## src/uhc_regs.svh

```systemverilog
`ifndef UHC_REGS_SVH
`define UHC_REGS_SVH

// ********************************************************************
// Completion code field
// ********************************************************************
`define UHC_CC_W          3
`define UHC_CC_NONE       3'h0
`define UHC_CC_STALL      3'h1
`define UHC_CC_RETRY      3'h2
`define UHC_CC_SHORT      3'h3
`define UHC_CC_LONG       3'h4
`define UHC_CC_STARVED    3'h5

// ********************************************************************
// Limits and timing
// ********************************************************************
// Consecutive retry errors that end a transfer
`define UHC_RETRY_LIMIT   2'h3
// Byte times reserved for token, turnaround and handshake
`define UHC_TOK_OVERHEAD  17'h00040
// Reset value of the per-channel run bits
`define UHC_RUN_RST       1'b0

`endif

```

## src/uhc_pkg.sv

```systemverilog
package uhc_pkg;

    // Transfer kind field encoding
    typedef enum logic [1:0] {
        uhc_kind_bulk = 2'h0,
        uhc_kind_intr = 2'h1,
        uhc_kind_iso  = 2'h2,
        uhc_kind_ctrl = 2'h3
    } uhc_kind_t;

    // Token kind field encoding
    typedef enum logic {
        uhc_tok_out = 1'b0,
        uhc_tok_in  = 1'b1
    } uhc_tok_t;

    // Outcome reported by the packet engine
    typedef enum logic [2:0] {
        uhc_res_ack    = 3'h0,
        uhc_res_nak    = 3'h1,
        uhc_res_stall  = 3'h2,
        uhc_res_none   = 3'h3,
        uhc_res_data   = 3'h4,
        uhc_res_toggle = 3'h5,
        uhc_res_rxerr  = 3'h6,
        uhc_res_sent   = 3'h7
    } uhc_res_t;

    // Engine states, Gray coded along idle-check-wait-finish
    typedef enum logic [1:0] {
        uhc_st_idle   = 2'h0,
        uhc_st_check  = 2'h1,
        uhc_st_wait   = 2'h3,
        uhc_st_finish = 2'h2
    } uhc_state_t;

endpackage

```

## src/uhc_rr_pick.sv

```systemverilog
`timescale 1ns/1ps

// Round-robin picker: offers the next requesting channel after the last one taken
module uhc_rr_pick
    import uhc_pkg::*;
#(
    parameter int N   = 5,
    parameter int CW  = $clog2(N)
)(
    // Clock and reset
    input  wire logic          clock_i,
    input  wire logic          rst_i,
    // Requests and grant
    input  wire logic [N-1:0]  req_i,
    input  wire logic          take_i,
    input  wire logic [CW-1:0] grant_i,
    output logic [CW-1:0]      sel_o,
    output logic               vld_o
);

    typedef struct packed {
        logic [CW-1:0] last;
    } uhc_pick_state_t;

    uhc_pick_state_t s_r;
    uhc_pick_state_t s_nxt;
    int              idx;

    // Search downward so the nearest channel after the last grant wins
    always_comb begin
        s_nxt = s_r;
        sel_o = '0;
        vld_o = 1'b0;
        idx   = 0;
        for (int k = N; k >= 1; k--) begin
            idx = int'(s_r.last) + k;
            if (idx >= N) begin
                idx = idx - N;
            end
            if (req_i[idx]) begin
                sel_o = CW'(idx);
                vld_o = 1'b1;
            end
        end
        if (take_i) begin
            s_nxt.last = grant_i;
        end
    end

    // State register
    always_ff @(posedge clock_i or posedge rst_i) begin
        if (rst_i) begin
            s_r <= '0;
        end else begin
            s_r <= s_nxt;
        end
    end

endmodule // uhc_rr_pick

```

## src/uhc_txn_engine.sv

```systemverilog
`timescale 1ns/1ps
`include "uhc_regs.svh"

// Function
// Pick run channels one at a time, repeat
// Interrupt OUT checks interval, FIFO data, frame time
// OUT packet is min of max and remaining
// OUT ACK sets ack flag, then frees bytes
// OUT NAK keeps data, resends next selection
// OUT STALL stops run, stall code, halt
// OUT no handshake: keep data, retry code, error
// Three OUT retry errors stop run, halt
// Iso OUT checks interval, FIFO data, frame time
// Iso OUT done sets ack, then frees bytes
// Iso OUT short of data: skip, starved error
// Bulk IN checks FIFO room and frame time
// Channel zero is bulk only, no kind field
// Bulk IN expects min of max and remaining
// Good bulk IN: ACK, ack flag, commit data
// Short bulk IN: ACK, commit, stop, short code
// Bulk IN NAK: no flag, FIFO untouched
// Bulk IN STALL: stop, stall code, halt
// Long bulk IN: no ACK, stop, long code
// Toggle mismatch: ACK, discard, retry error
// Receive errors: no ACK, discard, retry error
// Three IN retry errors stop run, halt
// IN token, endpoint data, host acknowledges
// Iso OUT: token, data, status, no handshake
// Failed checks leave channel pending, move on
module uhc_txn_engine
    import uhc_pkg::*;
#(
    parameter int NCH   = 5,
    parameter int MPL_W = 11,
    parameter int LEN_W = 32,
    parameter int IVL_W = 16,
    parameter int LVL_W = 16,
    parameter int CH_W  = $clog2(NCH)
)(
    // Clock and reset
    input  wire logic                             clock_i,
    input  wire logic                             rst_i,
    // Channel control from firmware
    input  wire logic [NCH-1:0]                   run_set_i,
    input  wire logic [NCH-1:0]                   run_clr_i,
    input  wire logic [NCH-1:0][1:0]              transfer_kind_field_i,
    input  wire logic [NCH-1:0]                   token_kind_field_i,
    input  wire logic [NCH-1:0][MPL_W-1:0]        max_packet_length_i,
    input  wire logic [NCH-1:0][LEN_W-1:0]        total_length_i,
    input  wire logic [NCH-1:0][IVL_W-1:0]        interval_i,
    // Event flag clears from firmware
    input  wire logic [NCH-1:0]                   ack_clr_i,
    input  wire logic [NCH-1:0]                   err_clr_i,
    input  wire logic [NCH-1:0]                   halt_clr_i,
    // Frame timing
    input  wire logic                             sof_i,
    input  wire logic [15:0]                      frame_left_i,
    // FIFO levels and updates
    input  wire logic [NCH-1:0][LVL_W-1:0]        fifo_valid_i,
    input  wire logic [NCH-1:0][LVL_W-1:0]        fifo_free_i,
    output logic                                  fifo_release_o,
    output logic                                  fifo_commit_o,
    output logic [CH_W-1:0]                       fifo_ch_o,
    output logic [MPL_W-1:0]                      fifo_count_o,
    // Packet engine
    output logic                                  tok_req_o,
    output uhc_tok_t                              tok_kind_o,
    output uhc_kind_t                             xfer_kind_o,
    output logic [CH_W-1:0]                       tok_ch_o,
    output logic [MPL_W-1:0]                      tok_len_o,
    input  wire logic                             res_valid_i,
    input  uhc_res_t                              res_code_i,
    input  wire logic [MPL_W:0]                   rx_len_i,
    output logic                                  hs_ack_o,
    // Channel status
    output logic [NCH-1:0]                        run_transfer_bit_o,
    output logic [NCH-1:0]                        ack_event_flag_o,
    output logic [NCH-1:0]                        error_event_flag_o,
    output logic [NCH-1:0]                        halt_event_flag_o,
    output logic [NCH-1:0][`UHC_CC_W-1:0]         completion_code_o
);

    // ****************************************************************
    // State
    // ****************************************************************
    typedef struct packed {
        uhc_state_t                   st;
        logic [CH_W-1:0]              cur;
        uhc_kind_t                    kind;
        uhc_tok_t                     dir;
        logic [MPL_W-1:0]             len;
        logic                         rel_pend;
        logic                         com_pend;
        logic                         halt_pend;
        logic [MPL_W-1:0]             cnt_pend;
        logic [NCH-1:0]               run;
        logic [NCH-1:0][LEN_W-1:0]    rem;
        logic [NCH-1:0][IVL_W-1:0]    ivl;
        logic [NCH-1:0][1:0]          retry;
        logic [NCH-1:0]               ack;
        logic [NCH-1:0]               err;
        logic [NCH-1:0]               halt;
        logic [NCH-1:0][`UHC_CC_W-1:0] cc;
        logic                         tok_req;
        logic                         hs_ack;
        logic                         rel;
        logic                         com;
    } uhc_eng_state_t;

    uhc_eng_state_t   s_r;
    uhc_eng_state_t   s_nxt;
    logic [CH_W-1:0]  pick_sel;
    logic             pick_vld;
    logic             take;
    uhc_kind_t        ckind;
    uhc_tok_t         cdir;
    logic [MPL_W-1:0] plen;
    logic             frame_ok;
    logic             ivl_due;
    logic             has_data;
    logic             has_room;
    logic             issue_hit;
    logic             starve_hit;
    logic             done_hit;
    logic             retry_hit;

    // ****************************************************************
    // Channel selection and feasibility
    // ****************************************************************
    // Picker sees live run bits; take lands with the latch of cur
    assign take = (s_r.st == uhc_st_idle) && pick_vld && s_r.run[pick_sel];

    uhc_rr_pick #(
        .N  (NCH),
        .CW (CH_W)
    ) u_pick (
        .clock_i (clock_i),
        .rst_i   (rst_i),
        .req_i   (s_r.run),
        .take_i  (take),
        .grant_i (pick_sel),
        .sel_o   (pick_sel),
        .vld_o   (pick_vld)
    );

    // Channel zero ignores its kind field
    assign ckind = (s_r.cur == '0) ? uhc_kind_bulk
                                   : uhc_kind_t'(transfer_kind_field_i[s_r.cur]);
    assign cdir  = uhc_tok_t'(token_kind_field_i[s_r.cur]);

    // Packet length is the smaller of max packet and what is left
    assign plen = (s_r.rem[s_r.cur] < LEN_W'(max_packet_length_i[s_r.cur]))
                ? MPL_W'(s_r.rem[s_r.cur]) : max_packet_length_i[s_r.cur];

    // Frame budget in byte times, token overhead included
    assign frame_ok = {1'b0, frame_left_i} >= (17'(plen) + `UHC_TOK_OVERHEAD);
    assign ivl_due  = (s_r.ivl[s_r.cur] == '0);
    assign has_data = {1'b0, fifo_valid_i[s_r.cur]} >= (LVL_W+1)'(plen);
    assign has_room = {1'b0, fifo_free_i[s_r.cur]} >= (LVL_W+1)'(plen);

    // Unsupported kind and token pairs are skipped like a failed check
    assign issue_hit = (s_r.st == uhc_st_check) && s_r.run[s_r.cur] && frame_ok
        && (((ckind == uhc_kind_bulk) && (cdir == uhc_tok_in) && has_room)
        || ((ckind == uhc_kind_intr) && (cdir == uhc_tok_out)
            && ivl_due && has_data)
        || ((ckind == uhc_kind_iso) && (cdir == uhc_tok_out)
            && ivl_due && has_data));
    assign starve_hit = (s_r.st == uhc_st_check) && s_r.run[s_r.cur] && frame_ok
        && (ckind == uhc_kind_iso) && (cdir == uhc_tok_out) && ivl_due && !has_data;

    // Outcome classes while waiting on the packet engine
    assign done_hit  = (s_r.st == uhc_st_wait) && res_valid_i;
    assign retry_hit = done_hit && (s_r.kind != uhc_kind_iso)
        && ((s_r.dir == uhc_tok_out)
            ? !(res_code_i inside {uhc_res_ack, uhc_res_nak, uhc_res_stall})
            : !(res_code_i inside {uhc_res_data, uhc_res_nak, uhc_res_stall}));

    // ****************************************************************
    // Next state
    // ****************************************************************
    always_comb begin
        s_nxt         = s_r;
        s_nxt.tok_req = 1'b0;
        s_nxt.hs_ack  = 1'b0;
        s_nxt.rel     = 1'b0;
        s_nxt.com     = 1'b0;
        // Firmware clears first so that any hardware set below wins
        for (int c = 0; c < NCH; c++) begin
            s_nxt.ack[c]  = s_r.ack[c] & ~ack_clr_i[c];
            s_nxt.err[c]  = s_r.err[c] & ~err_clr_i[c];
            s_nxt.halt[c] = s_r.halt[c] & ~halt_clr_i[c];
            if (run_clr_i[c]) begin
                s_nxt.run[c] = 1'b0;
            end
            if (sof_i && (s_r.ivl[c] != '0)) begin
                s_nxt.ivl[c] = s_r.ivl[c] - IVL_W'(1);
            end
        end
        unique case (s_r.st)
            uhc_st_idle: begin
                if (take) begin
                    s_nxt.cur = pick_sel;
                    s_nxt.st  = uhc_st_check;
                end
            end
            uhc_st_check: begin
                s_nxt.st = uhc_st_idle;
                if (issue_hit) begin
                    s_nxt.st      = uhc_st_wait;
                    s_nxt.tok_req = 1'b1;
                    s_nxt.kind    = ckind;
                    s_nxt.dir     = cdir;
                    s_nxt.len     = plen;
                    if (ckind != uhc_kind_bulk) begin
                        s_nxt.ivl[s_r.cur] = interval_i[s_r.cur];
                    end
                end else if (starve_hit) begin
                    s_nxt.err[s_r.cur] = 1'b1;
                    s_nxt.cc[s_r.cur]  = `UHC_CC_STARVED;
                    s_nxt.ivl[s_r.cur] = interval_i[s_r.cur];
                end
            end
            uhc_st_wait: begin
                if (res_valid_i) begin
                    s_nxt.st = uhc_st_finish;
                    if (s_r.kind == uhc_kind_iso) begin
                        // No handshake phase: completion means sent
                        s_nxt.ack[s_r.cur] = 1'b1;
                        s_nxt.rel_pend     = 1'b1;
                        s_nxt.cnt_pend     = s_r.len;
                    end else if (s_r.dir == uhc_tok_out) begin
                        if (res_code_i == uhc_res_ack) begin
                            s_nxt.ack[s_r.cur]   = 1'b1;
                            s_nxt.rel_pend       = 1'b1;
                            s_nxt.cnt_pend       = s_r.len;
                            s_nxt.retry[s_r.cur] = 2'h0;
                        end else if (res_code_i == uhc_res_stall) begin
                            s_nxt.run[s_r.cur] = 1'b0;
                            s_nxt.cc[s_r.cur]  = `UHC_CC_STALL;
                            s_nxt.halt_pend    = 1'b1;
                        end
                    end else begin
                        if (res_code_i == uhc_res_data) begin
                            if (rx_len_i > {1'b0, s_r.len}) begin
                                // Too long: stay silent and drop it
                                s_nxt.run[s_r.cur] = 1'b0;
                                s_nxt.cc[s_r.cur]  = `UHC_CC_LONG;
                                s_nxt.halt_pend    = 1'b1;
                            end else begin
                                s_nxt.hs_ack         = 1'b1;
                                s_nxt.com_pend       = 1'b1;
                                s_nxt.cnt_pend       = MPL_W'(rx_len_i);
                                s_nxt.retry[s_r.cur] = 2'h0;
                                if (rx_len_i < {1'b0, s_r.len}) begin
                                    s_nxt.run[s_r.cur] = 1'b0;
                                    s_nxt.cc[s_r.cur]  = `UHC_CC_SHORT;
                                    s_nxt.halt_pend    = 1'b1;
                                end else begin
                                    s_nxt.ack[s_r.cur] = 1'b1;
                                end
                            end
                        end else if (res_code_i == uhc_res_toggle) begin
                            s_nxt.hs_ack = 1'b1;
                        end else if (res_code_i == uhc_res_stall) begin
                            s_nxt.run[s_r.cur] = 1'b0;
                            s_nxt.cc[s_r.cur]  = `UHC_CC_STALL;
                            s_nxt.halt_pend    = 1'b1;
                        end
                    end
                    // Shared retry path; NAK touches nothing
                    if (retry_hit) begin
                        s_nxt.cc[s_r.cur]  = `UHC_CC_RETRY;
                        s_nxt.err[s_r.cur] = 1'b1;
                        if (s_r.retry[s_r.cur] == (`UHC_RETRY_LIMIT - 2'h1)) begin
                            s_nxt.run[s_r.cur]   = 1'b0;
                            s_nxt.halt_pend      = 1'b1;
                            s_nxt.retry[s_r.cur] = 2'h0;
                        end else begin
                            s_nxt.retry[s_r.cur] = s_r.retry[s_r.cur] + 2'h1;
                        end
                    end
                end
            end
            uhc_st_finish: begin
                // FIFO moves one cycle after the flags, halt after run clears
                s_nxt.st  = uhc_st_idle;
                s_nxt.rel = s_r.rel_pend;
                s_nxt.com = s_r.com_pend;
                if (s_r.rel_pend || s_r.com_pend) begin
                    s_nxt.rem[s_r.cur] = s_r.rem[s_r.cur] - LEN_W'(s_r.cnt_pend);
                    if (s_r.rem[s_r.cur] == LEN_W'(s_r.cnt_pend)) begin
                        s_nxt.run[s_r.cur] = 1'b0;
                    end
                end
                if (s_r.halt_pend) begin
                    s_nxt.halt[s_r.cur] = 1'b1;
                end
                s_nxt.rel_pend  = 1'b0;
                s_nxt.com_pend  = 1'b0;
                s_nxt.halt_pend = 1'b0;
            end
        endcase
        // A fresh start loads the length and clears history
        for (int c = 0; c < NCH; c++) begin
            if (run_set_i[c]) begin
                s_nxt.run[c]   = 1'b1;
                s_nxt.rem[c]   = total_length_i[c];
                s_nxt.ivl[c]   = '0;
                s_nxt.retry[c] = 2'h0;
            end
        end
    end

    // State register
    always_ff @(posedge clock_i or posedge rst_i) begin
        if (rst_i) begin
            s_r <= '0;
        end else begin
            s_r <= s_nxt;
        end
    end

    // ****************************************************************
    // Outputs, all straight from state
    // ****************************************************************
    assign fifo_release_o     = s_r.rel;
    assign fifo_commit_o      = s_r.com;
    assign fifo_ch_o          = s_r.cur;
    assign fifo_count_o       = s_r.cnt_pend;
    assign tok_req_o          = s_r.tok_req;
    assign tok_kind_o         = s_r.dir;
    assign xfer_kind_o        = s_r.kind;
    assign tok_ch_o           = s_r.cur;
    assign tok_len_o          = s_r.len;
    assign hs_ack_o           = s_r.hs_ack;
    assign run_transfer_bit_o = s_r.run;
    assign ack_event_flag_o   = s_r.ack;
    assign error_event_flag_o = s_r.err;
    assign halt_event_flag_o  = s_r.halt;
    assign completion_code_o  = s_r.cc;
endmodule // uhc_txn_engine

```

## config.mk

```make
export PLATFORM = sky130hd
export DESIGN_NAME = uhc_txn_engine
export DESIGN_NICKNAME = d
export VERILOG_FILES = /design/src/uhc_pkg.sv /design/src/uhc_rr_pick.sv /design/src/uhc_txn_engine.sv
export VERILOG_INCLUDE_DIRS = /design/src
export SDC_FILE = /design/constraint.sdc
export NUM_CORES = 1
export LEC_CHECK = 0
export CORE_ASPECT_RATIO = 1.4
export CORE_MARGIN = 1
export CORE_UTILIZATION = 39
export DETAILED_ROUTE_END_ITERATION = 8
export DONT_BUFFER_PORTS = 1
export PLACE_DENSITY = 0.51
export SLEW_MARGIN = 15
export SYNTH_ARGS = -nofsm -noshare
export SYNTH_HDL_FRONTEND = slang
export SYNTH_SLANG_ARGS = --single-unit
```

## constraint.sdc

```tcl
create_clock -name clock_i -period 11.28 [get_ports clock_i]
set_input_delay 2.256 -clock clock_i [delete_from_list [all_inputs] [get_ports clock_i]]
set_output_delay 2.256 -clock clock_i [all_outputs]
set_load 0.03 [all_outputs]
```

# After elaboration in Yosys (flattened, before gate mapping)
# Index checks and enable logic that the tools add are counted.
[op_classes]
addsub = 18
n_eq_ne = 26
magnitude_cmp = 19
muxes = 190
bitwise_logic = 55
n_reduce_logical = 85
[ops]
columns = ["op", "n"]
rows = [
  ["32-bit two-way mux", 12],
  ["80-bit two-way mux", 4],
  ["15-bit two-way mux", 19],
  ["16-bit two-way mux", 15],
  ["16-bit binary-select mux with 3-bit select", 4],
  ["165-bit two-way mux", 1],
  ["160-bit bitwise mux", 1],
  ["32-bit by 4-bit greater-or-equal comparator with 1-bit output (second input constant)", 5],
  ["32-bit by 5-bit < comparator with 1-bit output (second input constant)", 5],
  ["160-bit two-way mux", 1],
  ["32-bit by 4-bit subtractor with 32-bit output (second input constant)", 5],
  ["5-bit two-way mux", 20],
  ["32-bit binary-select mux with 3-bit select", 1],
  ["32-bit demux with 3-bit select", 1],
  ["80-bit bitwise mux", 1],
  ["16-bit nonzero test", 5],
  ["16-bit by 1-bit subtractor with 16-bit output (second input constant)", 5],
  ["17-bit two-way mux", 4],
  ["11-bit two-way mux", 6],
  ["1-bit two-way mux", 53],
  ["10-bit AND", 5],
  ["10-bit two-way mux", 5],
  ["16-bit demux with 3-bit select", 1],
  ["2-bit nonzero test", 23],
  ["other kinds (58)", 191],
]
[word_totals]
out_inout_bits = 70
reg_bits = 325

# Depth between registers and ports, before layout
# Gate-level depths: netlist of the first run.
[depth]
word_depth = 22
mapped_depth = 36
ltp_nobuf = 27

# By module
# Synthesis of the first run repeated with hierarchy kept, for this count alone.
[hier_totals]
cells_unflattened = 2688
hier_area_um2 = 23402.4
[by_module_without_submodules]
columns = ["mod", "cells_per_inst", "area_per_inst_um2", "instances", "seq_area_each_um2"]
rows = [
  ["uhc_txn_engine", 2517, 22156.2, 1, 8057.7],
  ["uhc_rr_pick", 171, 1246.2, 1, 75.1],
]

# Least setup slack after synthesis of the first run
# No wires, ideal clock.
[synth_timing]
path_kind = "input-to-reg"
startpoint = "input port max_packet_length_i[39] (netlist name)"
endpoint = "register s_r[320] (netlist name)"
setup_slack_ns = 3.990
required_time_ns = 11.149
path_buffers = 3
arrival_time_ns = 7.158
stages = 24
path_cell_list = "mux4_2 a22oi_1 ha_1 o21ai_0 o21ai_0 o211ai_1 a211o_1 and3_1 buf_1 nand3_1 clkbuf_1 o21ai_1 nand2b_1 nor3_1 xnor2_1 ha_1 and4_1 a2111oi_0 o311ai_1 o21a_1 buf_6 o21ai_4 inv_2 or3_1"
[synth_via]
elab_chain_len = 11
word_cells_on_any_way = 17
classes_between = "add/sub: 1; order compare: 4; mux: 5; reduce/logical: 7"
[synth_lines]
columns = ["item", "line", "rtl"]
rows = [
  ["start: declaration", "uhc_txn_engine.sv:48", "input wire logic [NCH-1:0][MPL_W-1:0] max_packet_length_i,"],
  ["11-bit binary-select mux with 3-bit select (*)", "uhc_txn_engine.sv:152, uhc_txn_engine.sv:153", ""],
  ["11-bit two-way mux (implied by the code) (*)", "uhc_txn_engine.sv:152, uhc_txn_engine.sv:153", ""],
  ["32-bit by 11-bit < comparator with 1-bit output", "uhc_txn_engine.sv:152", "assign plen = (s_r.rem[s_r.cur] < LEN_W'(max_packet_length_i[s_r.cur]))"],
  ["11-bit two-way mux (*)", "uhc_txn_engine.sv:153", "? MPL_W'(s_r.rem[s_r.cur]) : max_packet_length_i[s_r.cur];"],
  ["parallel branches: the longest is 4 deep, another holds 16-bit by 12-bit greater-or-equal comparator with 1-bit output", "--", ""],
  ["1-bit logical AND (*)", "uhc_txn_engine.sv:163", "&& (((ckind == uhc_kind_bulk) && (cdir == uhc_tok_in) && has_room)"],
  ["2-bit two-way mux (*)", "uhc_txn_engine.sv:208", "if (issue_hit) begin"],
  ["2-bit case mux with 4 select lines (*)", "uhc_txn_engine.sv:199", "unique case (s_r.st)"],
  ["end signal: assignment", "uhc_txn_engine.sv:319", "s_r <= s_nxt;"],
  ["end: declaration", "uhc_txn_engine.sv:110", "uhc_eng_state_t s_r;"],
]
# Mark *: on every way between the ends. The select of a mux whose other input is x is not followed.
# A chain may end at the register's enable or synchronous reset.

==> results of run 1 <==
area by class of cell:
cell class                      instances  area, sq um
Fill cell                            5993        34740
Multi-Input combinational cell       2051        13750
Sequential cell                       325         8144
Clock buffer                           53         1079
Tap cell                              756        945.9
Inverter                               98        375.4
Timing Repair Buffer                   44        330.3
Clock inverter                         12        138.9
Antenna cell                           20        50.05
placed cells by master, fill, tap and decap left out, types with 39 or more instances in the layout:
| cell | n |
|---|---|
| nor3_1 | 55 |
| nor3b_1 | 49 |
| nand2_1 | 226 |
| clkbuf_16 | 39 |
| nor2_1 | 233 |
| a211oi_1 | 44 |
| a21oi_1 | 252 |
| dfrtp_1 | 322 |
| ha_1 | 86 |
| or3_1 | 40 |
| xnor2_1 | 65 |
| o21ai_0 | 199 |
| inv_1 | 93 |
| nand3_1 | 80 |
| mux2i_1 | 137 |
| buf_4 | 44 |
| nor2b_1 | 54 |
worst max path at each step:
| stage | cells after the start | to |
|---|---|---|
| after global routing | 24 | s_r[85] |
| final | 21 | s_r[62] |
| after global placement | 22 | s_r[70] |
| after floorplan | 1 | ack_event_flag_o[0] |
| after detailed placement | 21 | s_r[62] |
| after CTS | 20 | s_r[62] |
kinds of logic (layout without fill, tap and decap cells):
kind of cell	after synthesis	after routing	share of synthesized area, %
muxes	203	203	10.36
AOI/OAI and AO/OA	795	795	21.52
DFF	325	325	34.69
adders and majority gates	88	88	4.760
other	0	20	0
buffers and inverters	330	207	6.756
xor gates and xnor gates	92	92	3.437
and+or+nand+nor	873	873	18.48
report_power, final:
group          leakage, nW  internal [mW]  switching (mW)
sequential            4.08           1.40           0.479
combinational         5.44           1.51            2.58
clock                0.606          0.734           0.537
worst max-delay path, stage by stage:
cell and delay, ns:
mux4_2 0.44, a22oi_1 0.82, ha_1 0.40, o21ai_0 0.07, o21ai_0 0.09, o211ai_1 0.13, a41o_1 0.17, and3_1 0.29
nand3_1 0.35, o21ai_1 0.58, nand2b_1 0.24, nor3_1 0.10, xnor2_1 0.19, ha_1 0.31, and4_1 0.24, nand2_1 0.06
or2_2 0.27, a211oi_1 0.30, o21a_1 0.62, nand3_2 0.75, a311oi_1 0.47
metal layers:
layer	up-vias	part of all wire [%]	GRT usage (%)
met5	-	0.048	0
met4	8	5.4	16.80
met3	234	7.7	7.851
met1	10570	36	35.72
met2	969	50	57.74
li1	9462	-	-
flip-flops by register name (all words and copies together) (netlist names):
register	cells
s_r	255
hs_ack_o	1
fifo_release_o	1
completion_code_o	15
tok_len_o	11
halt_event_flag_o	5
fifo_count_o	11
ack_event_flag_o	5
xfer_kind_o	2
error_event_flag_o	5
u_pick.s_r	3
tok_kind_o	1
run_transfer_bit_o	5
fifo_commit_o	1
tok_req_o	1
fifo_ch_o	3
through the flow:
step	instances	util, %	hold WS [ns]	setup WS (ns)	total power [mW]
detailed placement	3274	39.54	0.4954	2.111	5.915
finish	3359	41.66	0.5127	2.547	7.240
CTS	3339	41.58	0.5117	2.633	7.217
global route	3354	41.64	0.5383	2.148	7.659
global placement	3274	39.54	0.4688	2.191	5.849
floorplan	2706	-	0.4494	0.02597	4.734
==> summary.md, run 1 <==
| Metric | Value |
|---|---|
| Distinct cells, synth | 96 |
| Top cells by area, synth | dfrtp_1 35%, mux2i_1 5.8%, a21oi_1 5.4%, ha_1 4.6%, o21ai_0 4.2% |
| Vias in the first global route | approximately 21,000 |
| H-Tree Depth | 2 |
| Clk buf depth | 3 |
| Min-Delay Path Class | reg2reg |
| Initial drt markers | 1,633 |
| Die width | between 200 and 250 microns |
| Row count | 106 |
| Nets | 3,176 |
| Post-synth ARST share | 100.0% |
| RSZ-0062 raised after global routing | false |
| CTS tree | built |
| Worst slew pin tran | 1.184 ns |
| Drc violations | 0 |
| Hold-critical path depth | 2 |
| CTS root buf | clkbuf_16 |
| Setup crit start | max_packet_length_i[39] |
| Hold_sp | s_r[302] |
| Clock sink total | 325 |
| Commonest cells in the netlist | 325 x dfrtp_1, 252 x a21oi_1, 238 x nor2_1 |
| Hold endpoint | s_r[302] |
| CTS clk-pin slew, worst paths | 0.06 ns |
| Min Tclk post-route | 8.733 ns |
| Tot GR Track Use | around a third |
| Post-CTS Setup Bufs | 0 |
| GP Congestion | 0.9097 |
| Max Fclk | 114.5 MHz |
| First-pass GRT wire length | 144,400 microns |
| Grt ovf | 0 |
| Final-report max-slew violation count | 0 |
| Critical register-to-register path endpoint | s_r[62] |
| R2R cell count | 20 |
| Net Count, Synth | between 3,000 and 4,000 |
| Syn avg cell area | between 8 and 9 sq um |
| VDD IR-drop max | 124.3 uV |
| DR vias | approximately 21,000 |
| Count leader, synth | dfrtp_1 |
| Drt pass-1 iters | 7 |
| Setup Skew | 0.01307 ns |
| Worst-Skew Late Latency | 0.56 ns |
| Synth top area share | 34.69% |
| Pin count of the biggest net entering global routing | between 100 and 150 |
| Vias per cell | 6.324 |
| Cell area after synthesis | 23,450 sq um |
| Max transition margin | 20.85% |
| Die Area | 61,120 sq um |
| P&R area growth vs syn | 5.822% |
| Number of synthesized flops with an enable pin | 0 |
| Pwr dens | 291.8 nW/um^2 |
| TritonCTS buffer count | 38 |
| WS Path Type | in2reg |
| Synth area leader | dfrtp_1 |
| Final Setup Violations | 0 |
| Cell Area, Placed | 23,540 sq um |
| Reg2reg setup slack | around 2.6 ns |
| R2R Path Start | fifo_ch_o[2] |
| Mapped Cells | roughly 2,700 |
| Finished Cell Area | 24,810 sq um |
| Final wirelength | approximately 100,000 microns |
| Final Hold Viols | 0 |
| Arr. time, crit path | 9.18 ns |
| Fraction of layout instances using a drive strength above 1 | 9.021% |
| Crit path capture type | register |
| Initial Util | 39.37% |
| Synth Warn # | 0 |
| Ports | 600 |
| Max-cap violations | 0 |
| DR WL/cell | 30.34 microns |
| Die H | 292.1 microns |
| Hold-fix buffers at CTS | 0 |
| Initial antenna violation count | 22 |
| HPWL Detailed | 75,630 microns |
| Ys flop type | dfrtp_1 |
| Post-synthesis sequential area ratio | a little over a third |
| Yosys reg bits | 325 |
| I/O Buffers | 0 |
| Routed Antenna Nets | 0 |
| Post-cts sizing count | 0 |
| Fin Setup TNS | 0 ns |
| Critical path required time | 11.73 ns |
| LEAKAGE | 10.13 nW |
| Placeable Area | ~60,000 sq um |
| Crit path max fanout | 30 |
| Critical path startpoint category | input port |
| Status | complete, no violations |
| Fin crit share | 77.42% |
Note: power is estimated with default switching activity, not from simulation.
==> run 2: changes to the inputs <==
Clock period 11.28 ns to 7.1 ns, I/O delays scaled along.
==> summary.md, run 2 (synthesis gave the netlist of run 1 again) <==
| Metric | Value |
|---|---|
| Max Fclk | 151.1 MHz |
| Grt ovf | 0 (unchanged) |
| Die width | 209.2 microns (unchanged) |
| P_int | 6.084 mW (+67%) |
| Setup crit end | s_r[62] |
| HPWL Detailed | 76,660 microns (+1.4%) |
| Clock sink total | 325 (unchanged) |
| Setup crit start | fifo_ch_o[1] |
| Nets | 3,222 (+1.4%) |
| Status | complete, no violations |
| Clk buf depth | 3 (unchanged) |
| Critical register-to-register path endpoint | s_r[62] |
| Pin count of the biggest net entering global routing | 167 (+44%) |
| Row count | 106 (unchanged) |
| Vias per cell | 6.254 (-1.1%) |
| Fin crit share | 93.22% |
| Crit path max fanout | 36 (+20%) |
| Crit path capture type | register |
| H-Tree Depth | 2 (unchanged) |
| DR WL/cell | 30.30 microns (-0.15%) |
| Clock power frac | 18.1% (+0.5 points) |
| RSZ-0062 raised after global routing | false |
| P&R area growth vs syn | 8.304% |
| Placeable Area | 59,550 sq um (unchanged) |
| R2R cell count | 22 (+10%) |
| Final wirelength | 103,000 microns (+1.1%) |
| Die Area | 61,120 sq um (unchanged) |
| Reg power frac | 24.5% (-1.4 points) |
| Worst-Skew Late Latency | 0.58 ns (+0.02 ns) |
| Critical path required time | 7.58 ns (-4.15 ns) |
| Min Tclk post-route | 6.619 ns |
| Initial Util | 39.37% (unchanged) |
| Most frequent cells in the layout | 322 x dfrtp_1, 252 x a21oi_1, 232 x nor2_1 |
| Final Hold Viols | 0 (unchanged) |
| R2R Path Start | fifo_ch_o[1] |
| CTS root buf | clkbuf_16 |
| Min-Delay Path Class | reg2reg |
| Routed Antenna Nets | 0 (unchanged) |
| Critical path startpoint category | register |
| WS Path Type | reg2reg |
| Tot Pwr | 11.86 mW (+64%) |
| Fraction of layout instances using a drive strength above 1 | 10.90% (+1.9 points) |
| Arr. time, crit path | 7.10 ns (-2.08 ns) |
| CTS tree | built |
| CTS clk-pin slew, worst paths | 0.06 ns (about the same) |
| LEAKAGE | 10.46 nW (+3.2%) |
| Final Setup Violations | 0 (unchanged) |
| Fin Setup TNS | 0 ns (unchanged) |
| Initial drt markers | 1,441 (-12%) |
| VDD IR-drop max | 210.4 uV (+69%) |
| I/O Buffers | 0 (unchanged) |
| Switching Share | 48.69% (-1.0 points) |
| Final-report max-slew violation count | 0 (unchanged) |
| Initial antenna violation count | 20 (-9.1%) |
| Tot GR Track Use | 32.80% (+0.29 points) |
| Ports | 600 (unchanged) |
| Hold-fix buffers at CTS | 0 (unchanged) |
| Drc violations | 0 (unchanged) |
| Vias in the first global route | 21,470 (+1.3%) |
| Logic pwr share | 57.4% (+0.9 points) |
| TritonCTS buffer count | 38 (unchanged) |
| Die H | 292.1 microns (unchanged) |
| Drt pass-1 iters | 5 (-2) |
| Reg2reg setup slack | 0.48 ns (-2.08 ns) |
| Largest Register | s_r |
| GP Congestion | 0.9308 (+2.3%) |
| Sw power | 5.774 mW (+60%) |
| Setup Skew | 0.02967 ns (+0.01659 ns) |
| Worst slew pin tran | 1.157 ns (-0.02653 ns) |
| First-pass GRT wire length | 145,900 microns (+1.0%) |
| Max-cap violations | 0 (unchanged) |
| Max transition margin | 22.52% (+1.7 points) |
| DR vias | 21,270 (+0.13%) |
| Max reg flops | 255 (unchanged) |
| Leading cell type in the layout, fill and taps excluded | dfrtp_1 |
| Pwr dens | 467.0 nW/um^2 (+60%) |
[run 2: per-layer routing]
| metal | GRT usage [%] | share of wire, % | up-vias | wire length (microns) |
|---|---|---|---|---|
| li1 | - | - | 9558 | - |
| met1 | 35.62 | 37 | 10520 | 37840 |
| met2 | 58.20 | 50 | 938 | 51600 |
| met3 | 7.539 | 7.0 | 248 | 7163 |
| met4 | 18.87 | 6.2 | 8 | 6388 |
| met5 | 0 | 0.048 | - | 49 |
[run 2: final cells by class]
type,count,area [sq um]
timing repair buffer,90,813.3
antenna,13,32.53
clock buffer,53,1109
inverter,98,371.6
fill,5993,34160
multi-input combinational,2051,13760
tap,756,945.9
sequential,325,8144
clock inverter,15,221.5
[run 2: how the worst min path moves through the flow]
stage               startpoint        to  slack, ns  depth (start not counted)
global placement      s_r[300]  s_r[300]       0.46                          1
CTS                   s_r[300]  s_r[300]       0.48                          1
finish                s_r[300]  s_r[300]       0.48                          1
global route          s_r[300]  s_r[300]       0.50                          1
floorplan             s_r[300]  s_r[300]       0.45                          1
detailed placement    s_r[300]  s_r[300]       0.47                          1
[run 2: worst max-delay path: stages, from the launching register on]
cell and delay, ns:
dfrtp_4 0.73, buf_12 0.30, nor2b_1 0.28, a22o_1 0.31, a32oi_1 0.37, nand4_1 0.24
or4_4 0.66, nor3_1 0.23, buf_4 0.18, nor2_1 0.05, a21oi_1 0.32, ha_1 0.29
nand2b_1 0.14, a211oi_1 0.24, o21ai_0 0.21, a21o_1 0.23, a311o_1 0.33, a31oi_4 0.23
mux2i_4 0.33, buf_4 0.19, nand3_2 0.10, buf_12 0.23, a311oi_1 0.27
[run 2: repair_timing]
| item | in CTS | in global routing |
|---|---|---|
| resized for setup | 0 | 1 |
| hold endpoints to repair | 0 | 0 |
| setup buffers | 0 | 8 |
| endpoints found under the setup margin | 0 | 91 |
[run 2: power groups by stage]
stage	Clock (mW)	Combinational (mW)	Sequential, mW
3_5_place_dp	0	6.64	2.95
6_report	2.15	6.81	2.90
2_1_floorplan	0	5.01	2.51
4_1_cts	2.20	6.67	2.92
5_1_grt	2.26	7.37	2.94
3_3_place_gp	0	6.56	2.94
[run 2: through the flow]
stage	instances	setup WS, ns	utilization [%]	area (sq um)	hold slack, ns
after floorplan	2706	0.04611	-	23450	0.4494
after global placement	3312	-0.05945	40.22	23950	0.4630
after detailed placement	3312	-0.05693	40.22	23950	0.4663
after CTS	3380	0.2289	42.46	25280	0.4819
after global routing	3401	0.07424	42.64	25390	0.4954
final	3401	0.4814	42.64	25390	0.4784
==> run 3: changes to the inputs <==
Settings changed: CORE_AREA from default to 2 2 236 238, CORE_ASPECT_RATIO 1.4 to default, CORE_MARGIN 1 to default, CORE_UTILIZATION 39 to default, DIE_AREA from default to 0 0 238 240, PLACE_DENSITY 0.51 to 0.56.
==> summary.md, run 3 (synthesis gave the netlist of run 1 again) <==
| Metric | Value |
|---|---|
| Pwr dens | 465.5 nW/um^2 (-0.33%) |
| Hold-critical path depth | 1 (unchanged) |
| Drc violations | 0 (unchanged) |
| Vias in the first global route | 20,970 (-2.4%) |
| Worst slew pin tran | 1.158 ns (+0.0005887 ns) |
| Status | complete, no violations |
| WS Path Type | reg2reg |
| Post-CTS Setup Bufs | 0 (unchanged) |
| CTS tree | built |
| HPWL Detailed | 70,770 microns (-7.7%) |
| RSZ-0062 raised after global routing | false |
| DR vias | 21,220 (-0.25%) |
| Die width | 238 microns (+14%) |
| Max-cap violations | 0 (unchanged) |
| Switching Share | 48.36% (-0.33 points) |
| Max reg flops | 255 (unchanged) |
| Busiest metal layer after global routing | met2 |
| Tot Pwr | 11.74 mW (-1.0%) |
| Placeable Area | 54,660 sq um (-8.2%) |
| CP most frequent cell | buf_4 |
| P&R area growth vs syn | 7.556% |
| Largest Register | s_r |
| Critical path startpoint category | register |
| Min Tclk post-route | 6.654 ns (+0.03505 ns) |
| Crit-path slowest cell | or4_4 |
| Final wirelength | 96,570 microns (-6.3%) |
| H-Tree Depth | 2 (unchanged) |
| CTS clk-pin slew, worst paths | 0.06 ns (about the same) |
| Storage cell area | 8144 sq um (unchanged) |
| TritonCTS buffer count | 42 (+11%) |
| Die Area | 57,120 sq um (-6.5%) |
| Logic pwr share | 56.6% (-0.8 points) |
| Area occupied by multi-input gates | 13,760 sq um (about the same) |
| Critical path required time | 7.57 ns (about the same) |
| Vias per cell | 6.365 (+1.8%) |
| First-pass GRT wire length | 140,100 microns (-4.0%) |
| Max Fclk | 150.3 MHz (-0.53%) |
| VDD IR-drop max | 175.6 uV (-17%) |
| Ports | 600 (unchanged) |
| Worst-Skew Late Latency | 0.57 ns (about the same) |
| Nets | 3,213 (-0.28%) |
| Grt ovf | 0 (unchanged) |
| Final Setup Violations | 0 (unchanged) |
| Sw power | 5.676 mW (-1.7%) |
| R2R cell count | 23 (+4.5%) |
| Row count | 86 (-19%) |
| LEAKAGE | 10.41 nW (-0.52%) |
| Fraction of layout instances using a drive strength above 1 | 10.64% (-0.26 points) |
| Pin count of the biggest net entering global routing | 166 (-0.60%) |
| Clk buf depth | 3 (unchanged) |
| Crit path capture type | register |
| Reg power frac | 24.6% (about the same) |
| Grt met1 use | 42.20% (+6.6 points) |
| Drt pass-1 iters | 5 (unchanged) |
| GP Congestion | 0.9432 (+1.3%) |
| Met2 Use GR | 54.38% (-3.8 points) |
| Most frequent cells in the layout | 322 x dfrtp_1, 252 x a21oi_1, 232 x nor2_1 |
| Crit path max fanout | 16 (-56%) |
| CP peak stage delay | 0.68 ns (-0.05 ns) |
| CP cell instances | buf_4 > buf_4 > inv_1 > a21oi_1 > nand4_1 > or4_4 > nor3_1 > buf_4 > nor2_1 > a21oi_1 > ha_1 > nand2b_1 > a211oi_1 > o21ai_0 > a21o_1 > nor2_1 > nand4_1 > a31oi_4 > mux2i_4 > nand3_4 > buf_4 > and3_1 > nor3_1 |
| Fin Setup TNS | 0 ns (unchanged) |
| Hold-fix buffers at CTS | 0 (unchanged) |
| Initial Util | 42.89% (+3.5 points) |
| Initial drt markers | 1,895 (+32%) |
| Routed Antenna Nets | 0 (unchanged) |
| Leading cell type in the layout, fill and taps excluded | dfrtp_1 |
| Fillers | 5,371 (-10%) |
| DR WL/cell | 28.97 microns (-4.4%) |
| Clock sink total | 325 (unchanged) |
| Clock power frac | 18.8% (+0.7 points) |
| Grt met3 use | 6.441% (-1.1 points) |
| Final-report max-slew violation count | 0 (unchanged) |
| DP Cell Count | 3,255 (-1.7%) |
| Worst hold slack | 0.4854 ns (+0.006940 ns) |
| Arr. time, crit path | 7.12 ns (+0.02 ns) |
| Fin cells | 3,333 (-2.0%) |
| Initial antenna violation count | 10 (-50%) |
| Setup Skew | 0.02625 ns (-0.003420 ns) |
| CTS root buf | clkbuf_16 |
| I/O Buffers | 0 (unchanged) |
| Max transition margin | 22.58% (+0.061 points) |
| Fin crit share | 93.71% (+0.49 points) |
| Min-Delay Path Class | reg2reg |
| Tot GR Track Use | 32.93% (+0.13 points) |
| Final Hold Viols | 0 (unchanged) |
| Die H | 240 microns (-18%) |
| P_int | 6.061 mW (-0.37%) |
## run 3: cell count changes in the layout (fill, tap and decap cells not counted), moves of 2 or more
cell,previous run,this run
bufinv_16,5,3
buf_4,79,72
clkbuf_8,8,13
buf_12,11,5
clkbuf_16,39,43
diode_2,13,7
clkinv_2,7,5
## run 3: critical path, delay by kind of cell, from the launching register on
kind	cells	cell delay, ns
multiplexers	1	0.40
AO/OA/AOI/OAI	6	1.77
AND/OR/NAND/NOR	10	2.17
flip-flops	1	0.62
buffers and inverters	5	1.26
adder cells (fa/ha/maj)	1	0.31
## run 3: cell type report
| cell class | count | area share, % |
|---|---|---|
| flip-flops and latches | 325 | 32.29 |
| clock inverters | 10 | 0.5259 |
| multi-input cells | 2051 | 54.55 |
| repair buffers | 77 | 2.540 |
| well taps | 704 | 3.493 |
| clock buffers | 61 | 5.051 |
| inverters | 98 | 1.474 |
| diodes | 7 | 0.06946 |
## run 3: power groups by stage
stage,clock (mW),sequential [mW],combinational [mW]
CTS,2.23,2.88,6.55
detailed placement,0,2.90,6.52
floorplan,0,2.51,5.01
finish,2.21,2.89,6.64
global route,2.32,2.93,7.22
global placement,0,2.89,6.40
## run 3: final timing paths
kind	slack, ns	endpoint	start
setup reg to reg	0.45	s_r[96]	fifo_ch_o[0]
setup / recovery	0.45	s_r[96]	fifo_ch_o[0]
min in group asynchronous	0.76	s_r[80]	rst_i
hold reg to reg	0.49	s_r[300]	s_r[300]
hold / removal	0.49	s_r[300]	s_r[300]
max in group asynchronous	4.96	s_r[159]	rst_i
## run 3: repair_timing
action                                  in CTS  in global routing
resized for setup                            0                  2
endpoints found under the setup margin       0                  2
hold endpoints to repair                     0                  0
## run 3: metrics by stage
step / util, % / worst slack, ns / cell area, sq um
2_1_floorplan: - / 0.04611 / 23450
3_5_place_dp: 43.52 / 0.1211 / 23790
5_1_grt: 46.13 / 0.07075 / 25220
4_1_cts: 46.09 / 0.3145 / 25190
3_3_place_gp: 43.52 / 0.1600 / 23790
6_report: 46.13 / 0.4463 / 25220
## run 3: per-layer routing
metal / wire (microns) / up-vias
li1: - / 9516
met1: 39410 / 10490
met2: 45420 / 1007
met3: 7427 / 203
met4: 4285 / 4
met5: 26 / -
